## src/rtl/sipr_defines.vh

```
`ifndef SIPR_DEFINES_VH
`define SIPR_DEFINES_VH
// register byte addresses (index times four)
`define SIPR_IDX_STATUS_B 8'h1C
`define SIPR_IDX_INPUT_REF 8'h1D
`define SIPR_IDX_POWERDOWN 8'h1E
`define SIPR_ADDR_STATUS_B 10'h070
`define SIPR_ADDR_INPUT_REF 10'h074
`define SIPR_ADDR_POWERDOWN 10'h078
`define SIPR_ADDR_W 10
// reset values
`define SIPR_RST_STATUS_B 8'h28
`define SIPR_RST_INPUT_REF 8'h06
`define SIPR_RST_POWERDOWN 8'h00
// writable bit masks
`define SIPR_MASK_STATUS_B 8'hF8
`define SIPR_MASK_INPUT_REF 8'hBF
`define SIPR_MASK_POWERDOWN 8'h7F
// field positions
`define SIPR_SEL_HI 7
`define SIPR_SEL_LO 4
`define SIPR_POL_BIT 3
`define SIPR_BYP_BIT 7
`define SIPR_GND_SEC_BIT 5
`define SIPR_GND_PRI_BIT 4
`define SIPR_DIFF_SEC_BIT 3
`define SIPR_DIFF_PRI_BIT 2
`define SIPR_AC_SEC_BIT 1
`define SIPR_AC_PRI_BIT 0
`define SIPR_CMOS_BIT 6
`define SIPR_CH7_BIT 5
`define SIPR_CH4_BIT 2
`define SIPR_CH23_BIT 1
`define SIPR_CH01_BIT 0
// status selector codes
`define SIPR_SEL_PRI_LOSS 4'h0
`define SIPR_SEL_SEC_LOSS 4'h1
`define SIPR_SEL_LOCK_LOSS 4'h2
`define SIPR_SEL_R_DIV 4'h3
`define SIPR_SEL_N_DIV 4'h4
`define SIPR_SEL_VCO_CAL 4'h8
`define SIPR_SEL_INTERRUPT_SUMMARY 4'hA
`define SIPR_SEL_M_DIV 4'hB
`define SIPR_SEL_EEPROM 4'hD
`define SIPR_SEL_AUTO_SW 4'hE
// axi responses
`define SIPR_RESP_OKAY 2'h0
`define SIPR_RESP_SLVERR 2'h2
`endif

```

## src/rtl/sipr_status_mux.v

```verilog
`timescale 1ns/1ns
`include "sipr_defines.vh"
module sipr_status_mux (
  input wire [3:0] i_select,
  input wire i_polarity,
  input wire [9:0] i_events,
  output reg o_level
);
  // i_events: {auto_sw,eeprom,m_div,interrupt_summary,vco_cal,n_div,r_div,lock_loss,sec_loss,pri_loss}
  reg raw;
  always @* begin
    case (i_select)
      `SIPR_SEL_PRI_LOSS: raw = i_events[0];
      `SIPR_SEL_SEC_LOSS: raw = i_events[1];
      `SIPR_SEL_LOCK_LOSS: raw = i_events[2];
      `SIPR_SEL_R_DIV: raw = i_events[3];
      `SIPR_SEL_N_DIV: raw = i_events[4];
      `SIPR_SEL_VCO_CAL: raw = i_events[5];
      `SIPR_SEL_INTERRUPT_SUMMARY: raw = i_events[6];
      `SIPR_SEL_M_DIV: raw = i_events[7];
      `SIPR_SEL_EEPROM: raw = i_events[8];
      `SIPR_SEL_AUTO_SW: raw = i_events[9];
      default: raw = 1'b0;
    endcase
    // reserved codes show inactive at the chosen polarity
    o_level = i_polarity ? raw : ~raw;
  end
endmodule

```

## src/rtl/sipr_detect_gate.v

```verilog
`timescale 1ns/1ns
module sipr_detect_gate (
  input wire i_bypass,
  input wire i_pri_loss,
  input wire i_sec_loss,
  output wire o_pri_valid,
  output wire o_sec_valid
);
  // only the pll control path sees the bypass; status keeps raw loss
  assign o_pri_valid = i_bypass | ~i_pri_loss;
  assign o_sec_valid = i_bypass | ~i_sec_loss;
endmodule

```

## src/rtl/sipr_regs.v

```verilog
`timescale 1ns/1ns
`include "sipr_defines.vh"
// What this block does
// - selector codes 10,11,13,14 pick upper events
// - selector codes 0-4,8 pick lower events
// - selector field bits 7:4, reset code 2
// - polarity bit 3 high is active high
// - bypass makes pll treat inputs valid
// - bypass leaves status and interrupts raw
// - bits 5/4 select 50 ohm ground termination
// - bits 3/2 select 100 ohm differential termination
// - bits 1/0 enable ac coupling bias
// - bits 5..2 power down channels 7..4
// - bits 1/0 power down channel pairs
// - bit 6 is cmos channel powerdown
module sipr_regs (
  input wire i_core_clk,
  input wire i_rst_b,
  input wire i_clk_en,
  input wire [9:0] s_axi_awaddr,
  input wire s_axi_awvalid,
  output reg s_axi_awready,
  input wire [31:0] s_axi_wdata,
  input wire [3:0] s_axi_wstrb,
  input wire s_axi_wvalid,
  output reg s_axi_wready,
  output reg [1:0] s_axi_bresp,
  output reg s_axi_bvalid,
  input wire s_axi_bready,
  input wire [9:0] s_axi_araddr,
  input wire s_axi_arvalid,
  output reg s_axi_arready,
  output reg [31:0] s_axi_rdata,
  output reg [1:0] s_axi_rresp,
  output reg s_axi_rvalid,
  input wire s_axi_rready,
  input wire i_pri_loss,
  input wire i_sec_loss,
  input wire i_lock_loss,
  input wire i_r_div_half,
  input wire i_n_div_half,
  input wire i_vco_cal,
  input wire i_interrupt_summary,
  input wire i_m_div_half,
  input wire i_eeprom_active,
  input wire i_auto_switch,
  output reg o_status_pin_b,
  output reg o_pri_valid,
  output reg o_sec_valid,
  output reg o_gnd_term_secondary,
  output reg o_gnd_term_primary,
  output reg o_diff_term_secondary,
  output reg o_diff_term_primary,
  output reg o_ac_bias_secondary,
  output reg o_ac_bias_primary,
  output reg o_cmos_channel_off,
  output reg [3:0] o_chan_four_to_seven_off,
  output reg o_chan_pair_two_three_off,
  output reg o_chan_pair_zero_one_off
);
  reg [7:0] status_b_control;
  reg [7:0] input_ref_options;
  reg [7:0] channel_powerdown;
  reg [9:0] aw_addr;
  reg aw_held;
  reg [7:0] w_data;
  reg w_lane0;
  reg w_held;
  wire next_status_level;
  wire pri_valid;
  wire sec_valid;
  wire do_write;

  function [1:0] addr_hit;
    input [9:0] addr;
    begin
      addr_hit = 2'h0;
      if (addr == `SIPR_ADDR_STATUS_B) addr_hit = 2'h1;
      if (addr == `SIPR_ADDR_INPUT_REF) addr_hit = 2'h2;
      if (addr == `SIPR_ADDR_POWERDOWN) addr_hit = 2'h3;
    end
  endfunction

  sipr_status_mux u_mux (
    .i_select(status_b_control[`SIPR_SEL_HI:`SIPR_SEL_LO]),
    .i_polarity(status_b_control[`SIPR_POL_BIT]),
    .i_events({i_auto_switch, i_eeprom_active, i_m_div_half, i_interrupt_summary,
      i_vco_cal, i_n_div_half, i_r_div_half, i_lock_loss, i_sec_loss, i_pri_loss}),
    .o_level(next_status_level)
  );

  sipr_detect_gate u_gate (
    .i_bypass(input_ref_options[`SIPR_BYP_BIT]),
    .i_pri_loss(i_pri_loss),
    .i_sec_loss(i_sec_loss),
    .o_pri_valid(pri_valid),
    .o_sec_valid(sec_valid)
  );

  assign do_write = aw_held & w_held & ~s_axi_bvalid;

  // address and data are latched independently, so either may arrive first
  always @(posedge i_core_clk) begin
    if (!i_rst_b) begin
      aw_addr <= {`SIPR_ADDR_W{1'b0}};
      aw_held <= 1'b0;
      w_data <= 8'h00;
      w_lane0 <= 1'b0;
      w_held <= 1'b0;
      s_axi_awready <= 1'b0;
      s_axi_wready <= 1'b0;
      s_axi_bvalid <= 1'b0;
      s_axi_bresp <= `SIPR_RESP_OKAY;
      status_b_control <= `SIPR_RST_STATUS_B;
      input_ref_options <= `SIPR_RST_INPUT_REF;
      channel_powerdown <= `SIPR_RST_POWERDOWN;
    end else if (i_clk_en) begin
      // no new address or data is taken while a write answer is pending
      s_axi_awready <= ~aw_held & ~s_axi_awready & ~s_axi_bvalid;
      s_axi_wready <= ~w_held & ~s_axi_wready & ~s_axi_bvalid;
      if (s_axi_awvalid && s_axi_awready) begin
        aw_addr <= s_axi_awaddr;
        aw_held <= 1'b1;
        s_axi_awready <= 1'b0;
      end
      if (s_axi_wvalid && s_axi_wready) begin
        w_data <= s_axi_wdata[7:0];
        w_lane0 <= s_axi_wstrb[0];
        w_held <= 1'b1;
        s_axi_wready <= 1'b0;
      end
      if (do_write) begin
        aw_held <= 1'b0;
        w_held <= 1'b0;
        s_axi_bvalid <= 1'b1;
        s_axi_bresp <= (addr_hit(aw_addr) == 2'h0) ? `SIPR_RESP_SLVERR : `SIPR_RESP_OKAY;
        if (w_lane0) begin
          // masks keep reserved bits at zero
          case (addr_hit(aw_addr))
            2'h1: status_b_control <= w_data & `SIPR_MASK_STATUS_B;
            2'h2: input_ref_options <= w_data & `SIPR_MASK_INPUT_REF;
            2'h3: channel_powerdown <= w_data & `SIPR_MASK_POWERDOWN;
            default: ;
          endcase
        end
      end
      if (s_axi_bvalid && s_axi_bready) begin
        s_axi_bvalid <= 1'b0;
      end
    end
  end

  always @(posedge i_core_clk) begin
    if (!i_rst_b) begin
      s_axi_arready <= 1'b0;
      s_axi_rvalid <= 1'b0;
      s_axi_rdata <= 32'h00000000;
      s_axi_rresp <= `SIPR_RESP_OKAY;
    end else if (i_clk_en) begin
      s_axi_arready <= ~s_axi_rvalid & ~s_axi_arready;
      if (s_axi_arvalid && s_axi_arready) begin
        s_axi_arready <= 1'b0;
        s_axi_rvalid <= 1'b1;
        s_axi_rresp <= `SIPR_RESP_OKAY;
        case (addr_hit(s_axi_araddr))
          2'h1: s_axi_rdata <= {24'h000000, status_b_control};
          2'h2: s_axi_rdata <= {24'h000000, input_ref_options};
          2'h3: s_axi_rdata <= {24'h000000, channel_powerdown};
          default: begin
            s_axi_rdata <= 32'h00000000;
            s_axi_rresp <= `SIPR_RESP_SLVERR;
          end
        endcase
      end
      if (s_axi_rvalid && s_axi_rready) begin
        s_axi_rvalid <= 1'b0;
      end
    end
  end

  // status pin is fed by raw loss flags, never by the bypassed valids
  always @(posedge i_core_clk) begin
    if (!i_rst_b) begin
      o_status_pin_b <= 1'b0;
      o_pri_valid <= 1'b0;
      o_sec_valid <= 1'b0;
      o_gnd_term_secondary <= 1'b0;
      o_gnd_term_primary <= 1'b0;
      o_diff_term_secondary <= 1'b0;
      o_diff_term_primary <= 1'b0;
      o_ac_bias_secondary <= 1'b0;
      o_ac_bias_primary <= 1'b0;
      o_cmos_channel_off <= 1'b0;
      o_chan_four_to_seven_off <= 4'h0;
      o_chan_pair_two_three_off <= 1'b0;
      o_chan_pair_zero_one_off <= 1'b0;
    end else if (i_clk_en) begin
      o_status_pin_b <= next_status_level;
      o_pri_valid <= pri_valid;
      o_sec_valid <= sec_valid;
      o_gnd_term_secondary <= input_ref_options[`SIPR_GND_SEC_BIT];
      o_gnd_term_primary <= input_ref_options[`SIPR_GND_PRI_BIT];
      o_diff_term_secondary <= input_ref_options[`SIPR_DIFF_SEC_BIT];
      o_diff_term_primary <= input_ref_options[`SIPR_DIFF_PRI_BIT];
      o_ac_bias_secondary <= input_ref_options[`SIPR_AC_SEC_BIT];
      o_ac_bias_primary <= input_ref_options[`SIPR_AC_PRI_BIT];
      o_cmos_channel_off <= channel_powerdown[`SIPR_CMOS_BIT];
      // index 3 is channel 7 down to index 0 channel 4
      o_chan_four_to_seven_off <= channel_powerdown[`SIPR_CH7_BIT:`SIPR_CH4_BIT];
      o_chan_pair_two_three_off <= channel_powerdown[`SIPR_CH23_BIT];
      o_chan_pair_zero_one_off <= channel_powerdown[`SIPR_CH01_BIT];
    end
  end
endmodule

```

## config.mk

```make
export PLATFORM = sky130hd
export DESIGN_NAME = sipr_regs
export DESIGN_NICKNAME = d
export VERILOG_FILES = /design/src/rtl/sipr_status_mux.v /design/src/rtl/sipr_detect_gate.v /design/src/rtl/sipr_regs.v
export VERILOG_INCLUDE_DIRS = /design/src /design/src/rtl
export SDC_FILE = /design/constraint.sdc
export NUM_CORES = 1
export LEC_CHECK = 0
export ABC_AREA = 1
export BUFFER_PORTS_ARGS = -buffer_cell sky130_fd_sc_hd__clkbuf_2
export CORE_UTILIZATION = 48
export DETAILED_ROUTE_END_ITERATION = 8
export GPL_ROUTABILITY_DRIVEN = 1
export PLACE_DENSITY = 0.8
export SKIP_LAST_GASP = 1
export SYNTH_ARGS = -nofsm -noshare
export SYNTH_HDL_FRONTEND = slang
export SYNTH_SLANG_ARGS = --single-unit
```

## constraint.sdc

```tcl
create_clock -name i_core_clk -period 1.7 [get_ports i_core_clk]
set_input_delay 0.17 -clock i_core_clk [delete_from_list [all_inputs] [get_ports i_core_clk]]
set_output_delay 0.17 -clock i_core_clk [all_outputs]
set_load 0.05 [all_outputs]
```

After elaboration in Yosys (flattened, before gate mapping)
Index checks and enable logic that the tools add are counted.

Equality and inequality tests: 21. Multiplexer cells: 32. Bitwise operators: 19. Reduce and logical (&&, ||, !) cells: 23.

Operator list (count): $eq 10x7->1 const B (6); $mux 2 (16); $pmux 8 s3 (1); $eq 4x4->1 const B (5); $reduce_and 2->1 (8); $mux 1 (14); $reduce_and 4->1 (3); $not 1->1 (10); $pmux 1 s10 (1); $eq 2x2->1 const B (4); $eq 4x2->1 const B (2); $reduce_bool 2->1 (4); $and 1x1->1 (7); $logic_and 1x1->1 (5); $eq 2x1->1 const B (2); $eq 4x1->1 const B (1); $eq 4x3->1 const B (1); $logic_not 4->1 (1); $reduce_or 3->1 (1); $logic_not 2->1 (1); $or 1x1->1 (2).

Register bits after elaboration: 97. Input bits: 74. Output and inout bits: 57. Word-level logic and storage cells: 124.

Longest topological paths before layout
Depth in word-level cells: 10. Depth in mapped cells: 12. Depth with buffers taken out: 11.

Modules after synthesis
From an unflattened synthesis, not the netlist that was laid out.

Cell total of the unflattened synthesis: 442. Area, all modules: 3259.4 um2.

By module, submodules not included: sipr_regs (times used 1, cells an instance 404, area an instance 3080.5 um2, sequential area each 1421.4 um2); sipr_status_mux (times used 1, cells an instance 35, area an instance 167.7 um2, sequential area each 0.0 um2); sipr_detect_gate (times used 1, cells an instance 3, area an instance 11.3 um2, sequential area each 0.0 um2).

Worst setup path after synthesis
No wires, ideal clock.

Path type: register to register. From: reg s_axi_bvalid. To: reg channel_powerdown[3]. Setup time: 0.120 ns. Data arrival time: 1.345 ns. Data required time: 1.580 ns. Path slack: 0.235 ns. Cell stages (with the launch flop): 9. Path buffers: 1. Clock period less this slack: 1.465 ns. Path through: dfxtp_1 -> nor2_8 -> nand3_4 -> nor2_4 -> nand3_2 -> clkinv_2 -> buf_6 -> o21ai_1 -> a21oi_1.

Word-level cells in the longest chain between the ends: 3.

RTL lines: start, declared (RTL line sipr_regs.v:28) `output reg s_axi_bvalid,`; start signal, assigned (RTL line sipr_regs.v:112) `s_axi_bvalid <= 1'b0;`; start signal, assigned (RTL line sipr_regs.v:135) `s_axi_bvalid <= 1'b1;`; start signal, assigned (RTL line sipr_regs.v:148) `s_axi_bvalid <= 1'b0;`; $not 1->1 (RTL line sipr_regs.v:100) `assign do_write = aw_held & w_held & ~s_axi_bvalid;`; $and 1x1->1 (RTL line sipr_regs.v:100); $reduce_and 4->1 (no line); end signal, assigned (RTL line sipr_regs.v:116) `` channel_powerdown <= `SIPR_RST_POWERDOWN; ``; end signal, assigned (RTL line sipr_regs.v:142) `` 2'h3: channel_powerdown <= w_data & `SIPR_MASK_POWERDOWN; ``; end, declared (RTL line sipr_regs.v:63) `reg [7:0] channel_powerdown;`.

No other way between the ends. A chain may end at the register's enable or synchronous reset.

Worst setup path after layout
From: reg aw_addr[9]. To: reg input_ref_options[3].

Word-level cells in the longest chain between the ends: 10. Elaborated cells on any way between the ends: 12. Those cells by class: eq/ne (4); mux (7); reduce/logical (1).

RTL lines: start, declared (RTL line sipr_regs.v:64) `reg [9:0] aw_addr;`; start signal, assigned (RTL line sipr_regs.v:105) `` aw_addr <= {`SIPR_ADDR_W{1'b0}}; ``; start signal, assigned (RTL line sipr_regs.v:122) `aw_addr <= s_axi_awaddr;`; $eq 10x7->1 (no line); $mux 1 (RTL line sipr_regs.v:78) `` if (addr == `SIPR_ADDR_STATUS_B) addr_hit = 2'h1; ``; $mux 2 (RTL line sipr_regs.v:79) `` if (addr == `SIPR_ADDR_INPUT_REF) addr_hit = 2'h2; ``; $mux 2 (*) (RTL line sipr_regs.v:80) `` if (addr == `SIPR_ADDR_POWERDOWN) addr_hit = 2'h3; ``; $mux 2 (*) (RTL line sipr_regs.v:137) `if (w_lane0) begin`; $mux 2 (*) (RTL line sipr_regs.v:132) `if (do_write) begin`; $mux 2 (*) (RTL line sipr_regs.v:117) `end else if (i_clk_en) begin`; $mux 2 (*) (RTL line sipr_regs.v:104) `if (!i_rst_b) begin`; $eq 2x2->1 (*) (RTL line sipr_regs.v:139) `case (addr_hit(aw_addr))`; $reduce_and 4->1 (no line) (*); end signal, assigned (RTL line sipr_regs.v:115) `` input_ref_options <= `SIPR_RST_INPUT_REF; ``; end signal, assigned (RTL line sipr_regs.v:141) `` 2'h2: input_ref_options <= w_data & `SIPR_MASK_INPUT_REF; ``; end, declared (RTL line sipr_regs.v:62) `reg [7:0] input_ref_options;`.

Mark *: on every way between the ends. The rest lies on a longest branch, timed or not. The select of a mux whose other input is x is not followed.

==> qor.txt <==
Number of global-route vias before repair = 2627
Number of standard cells after synthesis = 425
Sequential cell area fraction in the yosys report = 44.5%
Initial core utilization = 50.1%
Hold-fix buffers, CTS = 0
Total length of routed wires = 7350 um
Total met3 wirelength after detailed routing = 352 um
Post-DR wirelength/cell = 12.6 um
Mean number of vias per cell = 5.10
Category of the most critical setup path = reg2reg
Number of vias in the routed layout = 2969
Post-route clock skew = 0.0106 ns
Post-layout util = 58.5%
# fillers = 604
Part of the power in the clock network = 38.3%
CP Max Fanout = 9
Part of the power in combinational logic = 13.9%
Number of remaining DRC errors = 0
Number of synthesized register bits = 71
Sum of net half-perimeters after detailed placement = 5370 um
TritonCTS clock tree = built
Final antenna diode count = 0
Site row count = 29
Worst rel slew slack = 59.7%
CTS root buf = clkbuf_8
Initial antenna violation count = 0
GRT Total Usage = 21.5%
WL met2 = 3520 um
Worst voltage drop across the vdd grid = 0.000574 V
Net switching power of the design = 1.05 mW
Seq pwr share = 47.8%
Setup Buffers After CTS = 0
Switching share of total power = 28.8%
Buffers on Ports = 77
Overall die width = 83.6 um
Pins Over Slew Limit = 0
Fraction of synthesized cell area taken by the top area cell type = 44.5%
Pwr per Cell Area = 974 nW/um^2
Data required time of the critical path = 1.97 ns
Core area = 6390 um^2
Capturing element type of the critical path = flip-flop
Post-synthesis cell type with the largest combined area = dfxtp_1
Final Net Count = 574
Worst-skew pair later-pin latency = 0.34 ns
Remaining number of nets flagged by the antenna check after routing = 0
Data arrival at the endpoint of the critical path = 1.77 ns
Transition at the pin with the smallest max-transition slack = 0.600 ns
RD Place Congestion = 0.881
Post-detailed-placement cell area = 3530 um^2
Number of sinks on the clock net = 71
Share of layout cells above drive strength 1 = 22.8%
Mapped cell area = 3200 um^2
Pin count of the biggest net entering global routing = 38
Status = complete, no violations
Final Hold Fails = 0
Iteration-0 DRC Markers = 229
Unrepaired setup endpoints after global routing = false
Leading post-synthesis cells by cell area = dfxtp_1 (44%), nand2_1 (7.6%), buf_4 (6.1%), a21oi_1 (5.9%), o21ai_0 (5.6%)
Period Utilization, post-route = 88.2%
Area enclosed by the die boundary = 6990 um^2
Final setup violation count = 0
Final critical-path required period = 1.50 ns
Leakage power of the design = 1.76 nW
DRT Pass-1 Iters = 5
Chip height = 83.6 um
Yosys warns = 0
Mapped Avg Cell Area = 7.52 um^2
Clock Pin Slew Worst Setup and Hold Paths = 0.08 ns
Max cap viols = 0
TritonCTS buffer count = 9
Deepest clock path buffer count = 2
Finished Cell Area = 3730 um^2
Residual overflow from global routing = 0
Count of cells resized by post-cts repair = 0
Fmax = 667 MHz
Sum Neg Setup Slack = 0 ns
I/O pin count = 131
Topmost layer with routed signal wires = met4
Hold crit path type = in2reg
Global-route wire length before repair = 12200 um
Count of cell types in the netlist = 31
Met1 WL = 3300 um
Growth of design area from synthesis to finish = 16.8%
Critical path startpoint category = flip-flop
Design internal power = 2.59 mW
Number of levels in the clock H-tree = 3
-- power groups by stage --
stage	registers (mW)	logic [mW]	clock network (mW)
4_1_cts	1.74	0.505	1.41
2_1_floorplan	1.88	0.320	0
6_report	1.74	0.505	1.39
5_1_grt	1.75	0.542	1.48
3_3_place_gp	1.78	0.494	0
3_5_place_dp	1.78	0.502	0
-- cells in the mapped netlist, drive strengths merged --
library cell / n
dfxtp: 71
nand2: 65
nor2: 50
o21ai: 44
a21oi: 43
inv: 40
buf: 34
nand3: 34
nand4: 15
clkbuf: 10
nor3: 5
a31oi: 4
o211ai: 4
clkinv: 3
a211oi: 2
conb: 1
-- flip-flops by register name, indices dropped and copies added, names as in the netlist, 4 cells and up --
name	count
aw_addr	10
status_b_control	5
w_data	8
s_axi_rdata	8
o_chan_four_to_seven_off	4
input_ref_options	7
channel_powerdown	7
-- path summary, 6_finish.rpt --
kind / startpoint / endpoint / slack [ns] / cells past startpoint
worst min register to register: s_axi_rdata[5] / s_axi_rdata[5] / 0.46 / 2
worst min-delay path: s_axi_rready / s_axi_rvalid / 0.02 / 2
worst max-delay path: aw_addr[9] / input_ref_options[3] / 0.20 / 8
worst max register to register: aw_addr[9] / input_ref_options[3] / 0.20 / 8
-- layout make-up --
type                       count  area, um^2  area share, %
inverter                      43         165           4.42
clock inverter                 4        52.6           1.41
tap                           77        96.3           2.58
clock buffer                  12         155           4.15
multi-input combinational    292        1410           37.9
sequential                    71        1420           38.1
timing repair buffer          83         430           11.5
-- worst max-delay path, cell delays in order, from the launching register on --
cell and delay (ns):
dfxtp_1 0.32, nor2_1 0.17, inv_1 0.06, nor2_1 0.11, nand3_1 0.18, nor2_4 0.17, buf_4 0.20, o21ai_1 0.10
a21oi_2 0.13
-- cell usage in the layout (no fill, tap or decap), types with 2 or more instances in the layout --
| cell | count |
|---|---|
| o211ai_1 | 4 |
| conb_1 | 26 |
| nand2_1 | 65 |
| nor2_1 | 45 |
| clkbuf_2 | 77 |
| nor2_2 | 2 |
| nor3_1 | 4 |
| a21oi_1 | 38 |
| nand4_1 | 14 |
| inv_1 | 38 |
| buf_4 | 6 |
| clkbuf_8 | 11 |
| o21ai_0 | 36 |
| a21oi_2 | 5 |
| clkinv_2 | 2 |
| a211oi_1 | 2 |
| clkinv_1 | 2 |
| dfxtp_1 | 71 |
| o21ai_1 | 8 |
| a31oi_1 | 4 |
| nand3_1 | 32 |
| nor2_4 | 2 |
-- logic make-up after synthesis --
family | after synthesis | share of synthesized area [%]
compound gates | 97 | 16.4
buf+inv | 87 | 14.2
flops | 71 | 44.5
other cells | 1 | 0.117
simple gates | 169 | 24.8
-- metrics by stage --
step | hold slack [ns] | worst slack [ns] | instances | power [mW]
3_3_place_gp | 0.378 | 0.272 | 566 | 2.27
2_1_floorplan | 0.280 | 0.235 | 450 | 2.20
3_5_place_dp | 0.378 | 0.201 | 566 | 2.28
5_1_grt | 0.0211 | 0.109 | 582 | 3.77
6_report | 0.0227 | 0.201 | 582 | 3.64
4_1_cts | 0.0157 | 0.214 | 582 | 3.65
-- layer usage --
metal  vias to the layer above  GRT usage, %
met5                         -             0
met4                         0          9.24
met3                        18          4.35
met2                       109          35.0
met1                      1331          27.7
li1                       1511             -
Note: power is estimated with default switching activity, not from simulation.
